### src/pkg/iot_host_pkg.sv
// Constants and carrier types for the I/O transfer host controller
package iot_host_pkg;

    // ----------------------------------------------------------------
    // Register map (byte offsets)
    // ----------------------------------------------------------------
    localparam logic [3:0] OFS_CMD = 4'h0;
    localparam logic [3:0] OFS_DATA = 4'h4;
    localparam logic [3:0] OFS_STATUS = 4'h8;
    localparam logic [3:0] OFS_CTRL = 4'hC;

    // ----------------------------------------------------------------
    // Field positions
    // ----------------------------------------------------------------
    localparam int CMD_DRIVE_BIT = 12;
    localparam int OPC_LSB = 9;
    localparam logic [2:0] XFER_OPCODE = 3'h6;
    localparam int ST_BUSY = 0;
    localparam int ST_SKIP = 1;
    localparam int ST_GRANT = 2;
    localparam int ST_REQ = 3;
    localparam int ST_BAD = 4;
    localparam int CTRL_IRQ_EN = 0;
    localparam int CTRL_BAD_CLR = 1;

    // ----------------------------------------------------------------
    // Reset values
    // ----------------------------------------------------------------
    localparam logic [11:0] WORD_RST = 12'h000;
    localparam logic [31:0] HRDATA_RST = 32'h0000_0000;

    // ----------------------------------------------------------------
    // Timing
    // ----------------------------------------------------------------
    localparam int CLK_PERIOD_NS = 10;
    localparam int PHASE_NS = 50;
    localparam int PHASE_CYC_INT = (PHASE_NS + CLK_PERIOD_NS - 1) / CLK_PERIOD_NS;
    localparam logic [3:0] PHASE_CYC = 4'(PHASE_CYC_INT);

    // ----------------------------------------------------------------
    // Types
    // ----------------------------------------------------------------
    typedef enum logic [1:0] {ST_IDLE, ST_ADDR, ST_XFER, ST_DONE} seq_e;

    // Pins driven toward the interface elements
    typedef struct packed {
        logic io_transfer_instr;
        logic transfer_timing_strobe;
        logic irq_grant;
        logic prio_chain_top;
        logic [11:0] shared_data_bus_out;
        logic shared_data_bus_oe_n;
    } dev_pins_s;

endpackage

### src/rtl/iot_host.sv
// Host controller issuing I/O transfer instructions to a chain of interface elements
`timescale 1ns/1ns

// How it works
// - Host raises irq_grant once it accepts a pending request.
// - irq_grant drops at the next I/O transfer instruction after grant.
// - Only words whose top three bits are 110 are transfer instructions.
// - Grant only while idle between instructions, with irq_en set and no command being written.
// - The top element's priority input is tied high.
module iot_host
    import iot_host_pkg::*;
(
    // Clock and reset
    input wire logic clk_in,
    input wire logic rstn_in,
    // AHB-Lite slave
    input wire logic hsel_in,
    input wire logic [31:0] haddr_in,
    input wire logic [1:0] htrans_in,
    input wire logic hwrite_in,
    input wire logic [2:0] hsize_in,
    input wire logic [31:0] hwdata_in,
    input wire logic hready_in,
    output logic hreadyout_out,
    output logic hresp_out,
    output logic [31:0] hrdata_out,
    // Element pins
    input wire logic [11:0] shared_data_bus_in,
    input wire logic irq_request_line_n_in,
    input wire logic skip_n_in,
    output dev_pins_s pins_out
);

    // ----------------------------------------------------------------
    // State
    // ----------------------------------------------------------------
    seq_e state;
    logic [3:0] cnt;
    logic [11:0] instr;
    logic drive_ac;
    logic [11:0] ac_data;
    logic [11:0] rd_data;
    logic skip_seen;
    logic grant;
    logic vec_xfer;
    logic irq_en;
    logic bad_instr;
    logic dp_write;
    logic [3:0] dp_addr;
    logic [31:0] hrdata;

    // ----------------------------------------------------------------
    // Bus decode
    // ----------------------------------------------------------------
    // Address phase accepted and data phase write strobes
    wire addr_ok = hsel_in && htrans_in[1] && hready_in;
    wire busy = (state != ST_IDLE);
    wire cmd_stall = dp_write && (dp_addr == OFS_CMD) && busy;
    wire dp_done = dp_write && !cmd_stall;
    wire cmd_wr = dp_done && (dp_addr == OFS_CMD);
    wire data_wr = dp_done && (dp_addr == OFS_DATA);
    wire ctrl_wr = dp_done && (dp_addr == OFS_CTRL);
    wire opc_ok = (hwdata_in[11:OPC_LSB] == XFER_OPCODE);
    wire cmd_start = cmd_wr && opc_ok;
    wire cmd_bad = cmd_wr && !opc_ok;
    // wired-AND line low means a request
    wire irq_pending = !irq_request_line_n_in;
    wire phase_end = (cnt == PHASE_CYC - 4'h1);
    wire grant_set = irq_en && irq_pending && !grant && !busy && !cmd_wr;
    wire [31:0] status_word = {27'h0, bad_instr, irq_pending, grant, skip_seen, busy};
    wire [31:0] rd_mux = (haddr_in[3:0] == OFS_DATA) ? {20'h0, rd_data} :
                         (haddr_in[3:0] == OFS_STATUS) ? status_word :
                         (haddr_in[3:0] == OFS_CTRL) ? {31'h0, irq_en} : HRDATA_RST;

    // Bus outputs
    assign hreadyout_out = !cmd_stall;
    assign hresp_out = 1'b0;
    assign hrdata_out = hrdata;

    // Data phase tracking and registered read data
    always_ff @(posedge clk_in or negedge rstn_in)
    begin
        if (!rstn_in)
        begin
            dp_write <= 1'b0;
            dp_addr <= 4'h0;
            hrdata <= HRDATA_RST;
        end
        else if (!cmd_stall)
        begin
            dp_write <= addr_ok && hwrite_in;
            dp_addr <= haddr_in[3:0];
            if (addr_ok && !hwrite_in)
            begin
                hrdata <= rd_mux;
            end
        end
    end

    // ----------------------------------------------------------------
    // Software registers
    // ----------------------------------------------------------------
    // Control, data word and sticky bad-instruction flag (set wins)
    always_ff @(posedge clk_in or negedge rstn_in)
    begin
        if (!rstn_in)
        begin
            irq_en <= 1'b0;
            ac_data <= WORD_RST;
            bad_instr <= 1'b0;
        end
        else
        begin
            if (ctrl_wr)
            begin
                irq_en <= hwdata_in[CTRL_IRQ_EN];
            end
            if (data_wr)
            begin
                ac_data <= hwdata_in[11:0];
            end
            if (cmd_bad)
            begin
                bad_instr <= 1'b1;
            end
            else if (ctrl_wr && hwdata_in[CTRL_BAD_CLR])
            begin
                bad_instr <= 1'b0;
            end
        end
    end

    // ----------------------------------------------------------------
    // Instruction sequencer
    // ----------------------------------------------------------------
    // Address phase, transfer phase with strobe low, closing phase
    always_ff @(posedge clk_in or negedge rstn_in)
    begin
        if (!rstn_in)
        begin
            state <= ST_IDLE;
            cnt <= 4'h0;
            instr <= WORD_RST;
            drive_ac <= 1'b0;
            vec_xfer <= 1'b0;
            rd_data <= WORD_RST;
            skip_seen <= 1'b0;
        end
        else
        begin
            unique case (state)
                ST_IDLE:
                begin
                    cnt <= 4'h0;
                    if (cmd_start)
                    begin
                        instr <= hwdata_in[11:0];
                        drive_ac <= hwdata_in[CMD_DRIVE_BIT];
                        // first transfer after grant carries the vector
                        vec_xfer <= grant;
                        state <= ST_ADDR;
                    end
                end
                ST_ADDR:
                begin
                    cnt <= phase_end ? 4'h0 : cnt + 4'h1;
                    if (phase_end)
                    begin
                        state <= ST_XFER;
                    end
                end
                ST_XFER:
                begin
                    cnt <= phase_end ? 4'h0 : cnt + 4'h1;
                    if (phase_end)
                    begin
                        // vector or read data taken here
                        rd_data <= shared_data_bus_in;
                        skip_seen <= !skip_n_in;
                        state <= ST_DONE;
                    end
                end
                ST_DONE:
                begin
                    cnt <= phase_end ? 4'h0 : cnt + 4'h1;
                    if (phase_end)
                    begin
                        state <= ST_IDLE;
                    end
                end
            endcase
        end
    end

    // Grant raised on request, dropped by the next instruction
    always_ff @(posedge clk_in or negedge rstn_in)
    begin
        if (!rstn_in)
        begin
            grant <= 1'b0;
        end
        else if (state == ST_ADDR)
        begin
            grant <= 1'b0;
        end
        else if (grant_set)
        begin
            grant <= 1'b1;
        end
    end

    // ----------------------------------------------------------------
    // Pin drive
    // ----------------------------------------------------------------
    // Bus released during transfer unless writing outside a vectoring transfer
    wire drive_xfer = (state == ST_XFER) && drive_ac && !vec_xfer;
    wire drive_addr = (state == ST_ADDR);
    assign pins_out.io_transfer_instr = drive_addr;
    assign pins_out.transfer_timing_strobe = (state != ST_XFER);
    assign pins_out.irq_grant = grant;
    assign pins_out.prio_chain_top = 1'b1;
    assign pins_out.shared_data_bus_out = drive_addr ? instr : ac_data;
    assign pins_out.shared_data_bus_oe_n = !(drive_addr || drive_xfer);
endmodule // iot_host
### config.mk
export PLATFORM = sky130hd
export DESIGN_NAME = iot_host
export DESIGN_NICKNAME = d
export VERILOG_FILES = /design/src/pkg/iot_host_pkg.sv /design/src/rtl/iot_host.sv
export SDC_FILE = /design/constraint.sdc
export NUM_CORES = 1
export LEC_CHECK = 0
export BUFFER_PORTS_ARGS = -buffer_cell sky130_fd_sc_hd__buf_2
export CAP_MARGIN = 20
export CORE_MARGIN = 4
export CORE_UTILIZATION = 25
export CTS_CLUSTER_SIZE = 25
export DETAILED_ROUTE_END_ITERATION = 8
export GPL_TIMING_DRIVEN = 1
export PLACE_DENSITY = 0.56
export SYNTH_ARGS = -nofsm -noshare
export SYNTH_HDL_FRONTEND = slang
export SYNTH_SLANG_ARGS = --single-unit
### constraint.sdc
create_clock -name clk_in -period 2.75 [get_ports clk_in]
set_input_delay 0 -clock clk_in [delete_from_list [all_inputs] [get_ports clk_in]]
set_output_delay 0 -clock clk_in [all_outputs]
set_load 0.01 [all_outputs]
# Yosys cells after proc, flatten, opt, wreduce, memory -nomap -nowiden
# Index checks and enable logic that the tools add are counted.
[totals]
out_inout_bits = 51
word_cells = 86
regBits = 85
inputBits = 88
[op_classes]
n_reduce_logical = 40
n_addsub = 1
n_mux = 15
eq_ne = 15
bitwise = 1
[op_table]
columns = ["cell", "count"]
rows = [
  ["2-to-1 mux 12 bit", 2],
  ["logical AND 1 bit", 19],
  ["== test 4 x 3 -> 1 bit, second input constant", 3],
  ["== test 4 bit, second input constant", 3],
  ["logical NOT 1 bit", 10],
  ["!= test 2 bit, second input constant", 5],
  ["2-to-1 mux 2 bit", 4],
  ["one-hot mux 2 bit (4 select lines)", 1],
  ["one-hot mux 4 bit (2 select lines)", 1],
  ["AND reduction 2 bit", 3],
  ["nonzero test 2 bit", 3],
  ["2-to-1 mux 1 bit", 5],
  ["2-to-1 mux 5 bit", 1],
  ["adder 4 x 1 -> 4 bit, second input constant", 1],
  ["== test 2 bit, second input constant", 2],
  ["logical NOT 4 bit", 1],
  ["2-to-1 mux 4 bit", 1],
  ["AND reduction 4 bit", 1],
  ["== test 3 bit, second input constant", 1],
  ["OR reduction 3 bit", 1],
  ["== test 2 x 1 -> 1 bit, second input constant", 1],
  ["logical NOT 2 bit", 1],
  ["logical OR 1 bit", 1],
  ["inverter 1 bit", 1],
]

# Depth between registers and ports, before layout
# Gate-level depths: netlist of the first run.
[logic_depth]
depth_word = 10
depth_mapped = 7
ltp_nobuf = 6

# Least setup slack after synthesis of the first run
# No wires, ideal clock.
[synth_path]
path_type = "register -> register"
from = "register dp_addr[3]"
to = "register instr[4]"
synth_period_minus_slack_ps = 1980
path_buffers = 1
t_arrival_ps = 1855
t_required_ps = 2625
stages_incl_launch_ff = 5
setup_ps = 125
slack_ps = 770
path_cell_list = "dfrtp_1 or4b_4 nor4_4 buf_6 mux2_2"
[synth_between]
elab_chain_cells = 8
[synth_lines]
columns = ["element", "line_no", "rtl"]
rows = [
  ["from (decl)", "iot_host.sv:49", "logic [3:0] dp_addr;"],
  ["from (signal assigned)", "iot_host.sv:92", "dp_addr <= haddr_in[3:0];"],
  ["logical NOT 4 bit (*)", "iot_host.sv:58, iot_host.sv:60", ""],
  ["logical AND 1 bit (2 in a row)", "iot_host.sv:58", "wire cmd_stall = dp_write && (dp_addr == OFS_CMD) && busy;"],
  ["logical NOT 1 bit", "n/a", ""],
  ["logical AND 1 bit", "iot_host.sv:59", "wire dp_done = dp_write && !cmd_stall;"],
  ["logical AND 1 bit (*)", "iot_host.sv:60", "wire cmd_wr = dp_done && (dp_addr == OFS_CMD);"],
  ["logical AND 1 bit (*)", "iot_host.sv:64", "wire cmd_start = cmd_wr && opc_ok;"],
  ["AND reduction 2 bit (no source line) (*)", "n/a", ""],
  ["to (signal assigned)", "iot_host.sv:157", "instr <= hwdata_in[11:0];"],
  ["to (decl)", "iot_host.sv:39", "logic [11:0] instr;"],
]
# Every way passes the cells marked *; elsewhere a longest branch is shown, timed or not.
# A chain may end at the register's enable or synchronous reset.

# Worst setup path in the final report of the first run
[layout_path]
from = "register dp_addr[3]"
to = "register state[1]"
[layout_between]
elab_chain_cells = 9
[layout_lines]
columns = ["element", "line_no", "rtl"]
rows = [
  ["logical NOT 4 bit (*)", "iot_host.sv:58, iot_host.sv:60", ""],
  ["logical AND 1 bit (2 in a row)", "iot_host.sv:58", ""],
  ["logical NOT 1 bit", "n/a", ""],
  ["logical AND 1 bit", "iot_host.sv:59", ""],
  ["logical AND 1 bit (*)", "iot_host.sv:60", ""],
  ["logical AND 1 bit (*)", "iot_host.sv:64", ""],
  ["!= test 2 bit (no source line) (*)", "n/a", ""],
  ["AND reduction 4 bit (no source line) (*)", "n/a", ""],
  ["to (signal assigned)", "iot_host.sv:141", "state <= ST_IDLE;"],
  ["to (signal assigned)", "iot_host.sv:161", "state <= ST_ADDR;"],
  ["to (signal assigned)", "iot_host.sv:169", "state <= ST_XFER;"],
  ["to (decl)", "iot_host.sv:37", "seq_e state;"],
]
# Marks and branches as above.

==> results of run 1 <==
-- registers in the layout, summed over array words and instances (netlist names), 2 cells and up --
signal,cells
ac_data,12
hrdata_out,12
instr,12
rd_data,12
cnt,4
dp_addr,4
state,2
-- worst max-delay path, stage by stage, from the launching register on --
cell and delay (ns):
dfrtp_1 0.41, or4b_4 0.56, nor4_4 0.22, buf_4 0.28, o22ai_2 0.13, mux2_4 0.31
-- report_power, final --
part           internal [W]  switching [W]  leakage, nW  total (W)
logic              0.000423       0.000398         1.01   0.000821
clock network      0.000723       0.000386        0.144    0.00111
registers           0.00115       0.000115        0.831    0.00127
total               0.00230       0.000898         1.98    0.00320
-- kinds of logic (layout without fill, tap and decap cells) --
group | after synthesis | count (layout)
adders and majority gates | 7 | 7
AOI/OAI and AO/OA | 29 | 29
other | 2 | 22
DFF | 65 | 65
buffers and inverters | 43 | 132
muxes | 49 | 49
and+or+nand+nor | 56 | 56
-- worst paths after layout --
| kind | from | to | slack, ns | cells after the start |
|---|---|---|---|---|
| min in group clk_in | hwrite_in | hrdata_out[0] | 0.42 | 5 |
| max reg2reg | dp_addr[3] | state[1] | 0.71 | 5 |
| min reg2reg | instr[11] | instr[11] | 0.47 | 1 |
| max in group asynchronous | rstn_in | hrdata_out[5] | 1.85 | 3 |
| min | rstn_in | ac_data[8] | 0.25 | 2 |
| max | dp_addr[3] | state[1] | 0.71 | 5 |
-- layout by cell type (no fill, tap or decap), types with 5 or more instances in the layout --
master         count
dfrtp_1           65
buf_2             65
mux2_2            47
dlygate4sd3_1     34
nand2_1           25
conb_1            22
inv_1             11
o21ai_0           10
clkbuf_16          9
ha_1               7
a21oi_1            5
o31ai_1            5
buf_4              5
-- area by class of cell --
cell class,count,area share (%)
Clock inverter,3,0.981
Sequential cell,65,39.9
Inverter,11,1.01
Multi-Input combinational cell,163,29.9
Timing Repair Buffer,105,17.7
Clock buffer,13,6.13
Tap cell,143,4.38
-- metal layers --
layer | track usage, % | wire, um
met3 | 5.54 | 551
met5 | 0 | 0
met1 | 13.1 | 3090
met2 | 16.0 | 3030
met4 | 3.52 | 68
-- per-stage QoR --
step / cells / utilization [%] / hold slack [ns]
after global placement: 453 / 29.6 / 0.0819
after floorplan: 271 / - / -0.296
after detailed placement: 453 / 29.6 / 0.0842
final: 503 / 35.0 / 0.254
after global routing: 503 / 35.0 / 0.344
after CTS: 503 / 35.0 / 0.263
-- what timing repair did --
item                                    CTS  global route
hold endpoints to repair                 72             0
hold buffers                             34             0
endpoints found under the setup margin    0             0
==> results.md, run 1 <==
- Endpoints failing setup: 0
- Setup Slack @ Placement: 0.705 ns
- Num ports: 139
- Routed len/inst: 13.4 um
- Top cells by area, synth: dfrtp_1 54%, mux2_2 17%, buf_4 5.9%, nand2_1 3.1%, ha_1 2.9%
- FF+latch count, synth: 65
- CTS root buffer: clkbuf_16
- Adder-Cell Fraction of Synth Area: 2.89%
- Core area: 0.0117 mm^2
- Status: completed
- Register area share after synthesis: 53.6%
- Post-route cell area: 0.00408 mm^2
- Synth Area in Simple Gates: 10.1%
- Most common cell in the netlist: dfrtp_1
- RSZ-0062 raised after global routing: false
- Setup crit end kind: register
- Inserted Clock Buffers: 9
- Area of the multi-input gates: 0.00122 mm^2
- Global router's overall resource usage: 10.6%
- Post_cts resized: 0
- H-Tree Depth: 3
- Clock skew: 0.00640 ns
- CTS tree: done
- CP Launch Type: register
- Clock Path Buffers: 2
- Vias in the first global route: 2354
- Post-synthesis compound-gate area fraction: 6.27%
- Synth cell types: 36
- Diode count: 0
- Fraction of the cycle the final worst path needs: 74.1%
- Avg Synthesized Cell Area: 12.1 um^2
- Worst EP arrival: 2.25 ns
- Critical path class: register to register
- Antenna violations before repair: 0
- I/O Buffers: 65
- Cell row count: 39
- Max-cap violation count: 0
- Hold Path Class: input port to async pin
- Pin count of the biggest net entering global routing: 37
- Leak: 1.98 nW
- Die height: 118 um
- Mapped Area: 0.00303 mm^2
- Post-layout nets: 450
- Crit path max fanout: 16
- WL final: 6.74 mm
- Max VDD drop: 0.416 mV
- DR vias: 2107
- Fmax: 491 MHz
- Setup TNS: 0 ns
- Largest area contributor in the netlist: dfrtp_1
- Layout cells sized above 1: 38.6%
- Register area: 0.00163 mm^2
- Vias per inst: 4.19
- TritonRoute pass-1 iters: 4
- Post-synthesis xor/xnor area fraction: 0%
- Initial Util: 26.0%
- Worst-margin pin slew: 0.707 ns
- Commonest cells in the netlist: 65 x dfrtp_1, 47 x mux2_2, 25 x nand2_1
- HPWL after DPL: 4.74 mm
- Critical path required time: 2.96 ns
- Largest family of logic cells by synthesized area: multiplexers
- Cells after synthesis: 251
- Final min period: 2.04 ns
- Antenna Nets Post-Route: 0
- Post-synth EDFFs: 0
- Initial drt markers: 65
- Post-DP Area: 0.00345 mm^2
- Post-route DRC violation count: 0
- Die area: 0.0140 mm^2
- Aggregate global routing overflow: 0
- Area growth from synthesis to layout: 34.5%
- Share of synthesized registers carrying an async set or reset: 100%
- Clk_lat worst skew: 0.33 ns
- Synth warnings: 0
- Pwr per Cell Area: 783 mW/mm^2
- Die extent in x: 118 um
- Clock sink total: 65
- Mux cell area share after synthesis: 18.3%
- Hold Vio Cnt, Final: 0
- Routability congestion estimate: 0.731
- Setup Fix Bufs, Post-CTS: 0
- First-pass GRT wire length: 11.7 mm
- Dominant synthesized flop cell: dfrtp_1
- Clock transition at path regs: 0.05 ns
- Min setup slack post-route: 0.712 ns
- Post-synth top area share: 53.6%
- Total power: 0.00320 W
- Fillers: 1192
- Final max-slew violation count: 0
- Slew margin rel.: 52.9%
(Power assumes the default switching activity.)
==> inputs of run 2 (changes only) <==
Settings changed: PLACE_DENSITY 0.56 to 0.58.
Clock period 2.75 ns to 1.8 ns, I/O delays scaled along.
==> run 2 against run 1 <==
The run now ends with setup timing left. Non-clock buffer count is 24 higher. Clock power is 59% higher. First-iteration DRC count is 1.5% higher. Combinational power is 89% higher. Critical path depth stayed put. Largest cell class unchanged.
==> results.md, run 2 (synthesized netlist as in run 1, its figures left out) <==
- Status: finished, violations left
- Failing checks: setup timing
- Critical path class: register to register
- DR vias: 2226 (+5.6%)
- Pwr per Cell Area: 1140 mW/mm^2 (+46%)
- Worst r2r path cells: 5 (unchanged)
- R2R Path Start: dp_addr[0]
- Clock sink total: 65 (unchanged)
- Antenna violations before repair: 0 (unchanged)
- Commonest non-fill, non-tap cell in the layout: dfrtp_1
- Hold Path Class: input port to async pin
- Vias per inst: 4.22 (+0.84%)
- Routability congestion estimate: 0.730 (-0.26%)
- Clock transition at path regs: 0.05 ns (about the same)
- Global router's overall resource usage: 10.4% (-0.17 points)
- Dpl cells: 468 (+3.3%)
- H-Tree Depth: 3 (unchanged)
- Commonest cells after routing, fill and taps aside: 65 x dfrtp_1, 64 x buf_2, 37 x mux2_2
- Clock skew: 0.00483 ns (-0.00157 ns)
- Initial drt markers: 66 (+1.5%)
- First-pass GRT wire length: 11.5 mm (-1.9%)
- Fmax: 539 MHz (+9.8%)
- Final min period: 1.86 ns (-0.182 ns)
- Crit path max fanout: 5 (-11)
- Largest stage delay on the critical path: 0.57 ns (about the same)
- Final Non-Filler Cells: 527 (+4.8%)
- RR Endpoint: instr[4]
- Inserted Clock Buffers: 9 (unchanged)
- Endpoints failing setup: 13 (+13)
- Hold Vio Cnt, Final: 0 (unchanged)
- Die height: 118 um (unchanged)
- Hold slack final: 0.218 ns (-0.0361 ns)
- Post-route DRC violation count: 0 (unchanged)
- Antenna Nets Post-Route: 0 (unchanged)
- Core area: 0.0117 mm^2 (unchanged)
- Setup Slack @ Placement: -0.0883 ns (-0.794 ns)
- Diode count: 0 (unchanged)
- Leak: 2.21 nW (+11%)
- Fillers: 1072 (-10%)
- CP max stage cell: or4b_4
- CP Cell Sequence: or4b_4 > nor4_4 > buf_6 > buf_12 > mux2_4
- FF-to-FF setup slack: -0.06 ns (-0.77 ns)
- Vias in the first global route: 2329 (-1.1%)
- Clock Path Buffers: 2 (unchanged)
- Critical path startpoint: dp_addr[0]
- Setup TNS: -0.514 ns (-0.514 ns)
- Initial Util: 26.0% (unchanged)
- Die area: 0.0140 mm^2 (unchanged)
- Post-layout nets: 474 (+5.3%)
- Final max-slew violation count: 0 (unchanged)
- Final core occ: 39.5% (+4.5 points)
- Worst EP arrival: 2.06 ns (-0.19 ns)
- Layout cells sized above 1: 49.7% (+11 points)
- Area of the multi-input gates: 0.00142 mm^2 (+16%)
- Pin count of the biggest net entering global routing: 66 (+78%)
- Num ports: 139 (unchanged)
- Die extent in x: 118 um (unchanged)
- Critical path required time: 2.01 ns (-0.95 ns)
- Cell row count: 39 (unchanged)
- I/O Buffers: 65 (unchanged)
- Aggregate global routing overflow: 0 (unchanged)
- WL final: 7.40 mm (+9.7%)
- HPWL after DPL: 4.86 mm (+2.7%)
- Area growth from synthesis to layout: 51.7%
- Min setup slack post-route: -0.0555 ns (-0.768 ns)
- CTS tree: done
- Clk_lat worst skew: 0.33 ns (about the same)
- CTS root buffer: clkbuf_16
- CP Launch Type: register
- Max-cap violation count: 0 (unchanged)
- Register area: 0.00163 mm^2 (unchanged)
- Fraction of the cycle the final worst path needs: 103% (+29 points)
- Routed len/inst: 14.0 um (+4.7%)
- Setup crit end kind: register
- Max VDD drop: 0.433 mV (+4.1%)
- Critical path endpoint: instr[4]
- TritonRoute pass-1 iters: 4 (unchanged)
- RSZ-0062 raised after global routing: true
-- run 2: cell count changes in the layout (fill, tap and decap cells not counted), moves of 3 or more --
| cell | before | now |
|---|---|---|
| nand2_4 | 0 | 6 |
| buf_12 | 1 | 4 |
| buf_4 | 5 | 16 |
| nand2_2 | 0 | 7 |
| buf_6 | 0 | 7 |
| o31ai_1 | 5 | 1 |
| mux2_2 | 47 | 37 |
| o31ai_4 | 0 | 4 |
| o21ai_0 | 10 | 3 |
| o21ai_2 | 0 | 5 |
| mux2_4 | 1 | 11 |
| nand2_1 | 25 | 12 |
-- run 2: critical path: cells and delay by family (launching register included) --
kind	cells	cell delay (ns)
flip-flops	1	0.39
buffers and inverters	2	0.31
AND/OR/NAND/NOR	2	0.74
multiplexers	1	0.29
-- run 2: stage by stage --
| step | instance area, um^2 | total power (W) |
|---|---|---|
| final | 4600 | 0.00526 |
| after floorplan | 3130 | 0.00282 |
| after global placement | 3620 | 0.00327 |
| after CTS | 4360 | 0.00519 |
| after detailed placement | 3620 | 0.00332 |
| after global routing | 4600 | 0.00555 |
-- run 2: cell type report --
class                      count  area share [%]
sequential                    65            35.3
multi-input combinational    163            30.9
timing repair buffer         129            22.3
clock buffer                  14            5.95
tap                          143            3.89
inverter                      11           0.897
clock inverter                 2           0.761
-- run 2: power breakdown --
part | switching, W | internal [W] | total [W]
registers | 0.000182 | 0.00176 | 0.00194
clock network | 0.000590 | 0.00118 | 0.00177
logic | 0.000710 | 0.000836 | 0.00155
-- run 2: worst min path at each step --
stage | startpoint | end | slack (ns) | cells after the start
2_1_floorplan | rstn_in | ac_data[0] | -0.30 | 0
3_3_place_gp | rstn_in | rd_data[5] | 0.04 | 2
3_5_place_dp | rstn_in | rd_data[5] | 0.05 | 2
4_1_cts | rstn_in | rd_data[5] | 0.24 | 3
5_1_grt | rstn_in | rd_data[5] | 0.29 | 3
6_report | rstn_in | rd_data[10] | 0.22 | 3
-- run 2: per-layer routing --
metal / up-vias / share of wire [%] / global-route usage [%] / wire length, um
met1: 1068 / 44 / 12.7 / 3270
met5: - / 0 / 0 / 0
met3: 14 / 4.1 / 2.44 / 301
met2: 61 / 49 / 17.2 / 3620
met4: 0 / 2.9 / 5.57 / 212
li1: 1083 / - / - / -
-- run 2: repair_timing --
item / 4_1_cts / 5_1_grt
cloned: 1 / 4
gates resized for setup: 13 / 45
setup endpoints to repair: 21 / 41
pin swaps: 2 / 19
buffers inserted: 3 / 2
hold buffers: 34 / 0
hold endpoints to repair: 107 / 0
==> inputs of run 3 (changes only) <==
Settings changed: BUFFER_PORTS_ARGS -buffer_cell sky130_fd_sc_hd__buf_2 to default, DONT_BUFFER_PORTS from default to 1, PLACE_DENSITY 0.58 to 0.48.
==> run 3 against run 2 <==
The flow still finishes with violations (setup timing). Highest routed layer unchanged. Global-route usage decreased by 0.81 points. Clock power decreased by 5%. Sequential power is essentially flat. Wire length shrank 7.9%. Clock-buffer cell count is 1 lower. Flip-flop and latch count stayed put. Register-to-register slack better by 0.05 ns. Final cell count shrank 13%. First-iteration DRC count rose by 24%. Total power down 7.1%. Worst hold slack got worse by 0.20 ns. Design area fell by 12%.
==> results.md, run 3 (synthesized netlist as in run 1, its figures left out) <==
- Vias per inst: 4.45 (+5.3%)
- Hold Path Class: input port to register
- Max VDD drop: 0.479 mV (+10%)
- H-Tree Depth: 3 (unchanged)
- Critical path class: register to register
- Clock transition at path regs: 0.05 ns (about the same)
- Post-route cell area: 0.00405 mm^2 (-12%)
- FF-to-FF setup slack: -0.003 ns (+0.05 ns)
- CTS root buffer: clkbuf_16
- Status: finished, violations left
- DR vias: 2029 (-8.8%)
- Cell row count: 39 (unchanged)
- Vias in the first global route: 2032 (-13%)
- Hold Path Sink: hrdata_out[10]
- Commonest non-fill, non-tap cell in the layout: dfrtp_1
- Routability congestion estimate: 0.728 (-0.18%)
- Leak: 1.84 nW (-17%)
- Pwr per Cell Area: 1210 mW/mm^2 (+5.5%)
- Final core occ: 34.7% (-4.7 points)
- Fillers: 1150 (+7.3%)
- Clk_lat worst skew: 0.32 ns (about the same)
- Initial Util: 26.0% (unchanged)
- Failing checks: setup timing
- Clock sink total: 65 (unchanged)
- Hold Vio Cnt, Final: 0 (unchanged)
- Max-cap violation count: 0 (unchanged)
- Commonest cells after routing, fill and taps aside: 65 x dfrtp_1, 37 x mux2_2, 34 x dlygate4sd3_1
- CTS tree: done
- Crit path max fanout: 7 (+2)
- Logic pwr share: 25.5% (-3.9 points)
- Die area: 0.0140 mm^2 (unchanged)
- Initial drt markers: 82 (+24%)
- Min setup slack post-route: -0.00313 ns (+0.0524 ns)
- Fraction of the cycle the final worst path needs: 100% (-2.9 points)
- Critical path required time: 2.01 ns (about the same)
- Num ports: 139 (unchanged)
- Worst EP arrival: 2.01 ns (-0.05 ns)
- TritonRoute pass-1 iters: 4 (unchanged)
- Routed len/inst: 14.9 um (+6.4%)
- R2R Path Start: dp_addr[0]
- Antenna violations before repair: 0 (unchanged)
- Total power: 0.00489 W (-7.1%)
- Core area: 0.0117 mm^2 (unchanged)
- Die extent in x: 118 um (unchanged)
- Clock power share: 34.5% (+0.8 points)
- Sw frac: 28.3% (+0.11 points)
- WL final: 6.81 mm (-7.9%)
- HPWL after DPL: 4.63 mm (-4.7%)
- Pin count of the biggest net entering global routing: 66 (unchanged)
- Worst r2r path cells: 5 (unchanged)
- Hold Crit Start: haddr_in[3]
- Aggregate global routing overflow: 0 (unchanged)
- Diode count: 0 (unchanged)
- First-pass GRT wire length: 10.6 mm (-7.9%)
- Inserted Clock Buffers: 9 (unchanged)
- Clock skew: 0.00752 ns (+0.00269 ns)
- Post-layout nets: 403 (-15%)
- Pint: 0.00350 W (-7.3%)
- Setup crit end kind: register
- Fmax: 555 MHz (+2.9%)
- Layout cells sized above 1: 31.6% (-18 points)
- RSZ-0062 raised after global routing: true
- Antenna Nets Post-Route: 0 (unchanged)
- Seq pwr share: 40.0% (+3.1 points)
- RR Endpoint: instr[4]
- Clock Path Buffers: 2 (unchanged)
- Die height: 118 um (unchanged)
- Critical path startpoint: dp_addr[0]
- Global router's overall resource usage: 9.62% (-0.81 points)
- Post-DP Area: 0.00324 mm^2 (-10%)
- Final max-slew violation count: 0 (unchanged)
- Final min period: 1.80 ns (-0.0524 ns)
- Area growth from synthesis to layout: 33.6%
- Hold slack final: 0.0166 ns (-0.202 ns)
- Hold Crit Depth: 4
- I/O Buffers: 0 (-100%)
- CP Launch Type: register
- Endpoints failing setup: 1 (-12)
- Post-route DRC violation count: 0 (unchanged)
- P_sw: 0.00138 W (-6.8%)
-- run 3: changes by cell type in the layout (fill, tap and decap cells not counted), sizes merged --
| cell | change |
|---|---|
| clkinv | +1 |
| clkbuf | -2 |
| buf | -70 |
-- run 3: what timing repair did --
action,in CTS,in global routing
resized for setup,2,25
buffers inserted,0,4
cloned,0,3
hold buffers,35,0
setup endpoints to repair,11,25
endpoints found under the hold margin,113,0
-- run 3: worst max path at each step --
| stage | endpoint | slack [ns] | depth (start not counted) |
|---|---|---|---|
| floorplan | instr[4] | -0.08 | 4 |
| global placement | instr[3] | -0.008 | 4 |
| detailed placement | drive_ac | -0.03 | 4 |
| CTS | drive_ac | -0.04 | 4 |
| global route | instr[4] | -0.05 | 5 |
| finish | instr[4] | -0.003 | 5 |
-- run 3: final cells by class --
type,count,area (um^2),share of cell area [%]
clock inverter,3,40.0,0.988
sequential,65,1630,40.1
tap,143,179,4.41
multi-input combinational,163,1290,31.9
inverter,11,41.3,1.02
clock buffer,13,250,6.17
timing repair buffer,58,623,15.4
-- run 3: per-stage QoR --
step,setup slack (ns),TNS [ns],instances
after floorplan,-0.0789,-0.460,271
after global placement,-0.00806,-0.0339,398
after detailed placement,-0.0329,-0.151,398
after CTS,-0.0448,-0.277,449
after global routing,-0.0505,-0.700,456
final,-0.00313,-0.00313,456
-- run 3: power groups by stage --
stage	sequential, W	combinational (W)	clock [W]
6_report	0.00195	0.00125	0.00169
3_5_place_dp	0.00198	0.00115	0
5_1_grt	0.00198	0.00137	0.00180
3_3_place_gp	0.00196	0.00113	0
2_1_floorplan	0.00191	0.000907	0
4_1_cts	0.00195	0.00126	0.00174
-- run 3: routing by layer --
metal / vias up / track usage [%] / part of all wire, %
met2: 63 / 15.9 / 52
met4: 0 / 5.64 / 2.3
met3: 12 / 2.58 / 5.6
li1: 940 / - / -
met1: 1014 / 11.2 / 41
met5: - / 0 / 0
-- run 3: worst max-delay path: stages, from the launching register on --
cell	delay, ns
dfrtp_1	0.37
or4b_4	0.56
nor4_4	0.16
buf_6	0.16
clkbuf_16	0.15
mux2_4	0.29
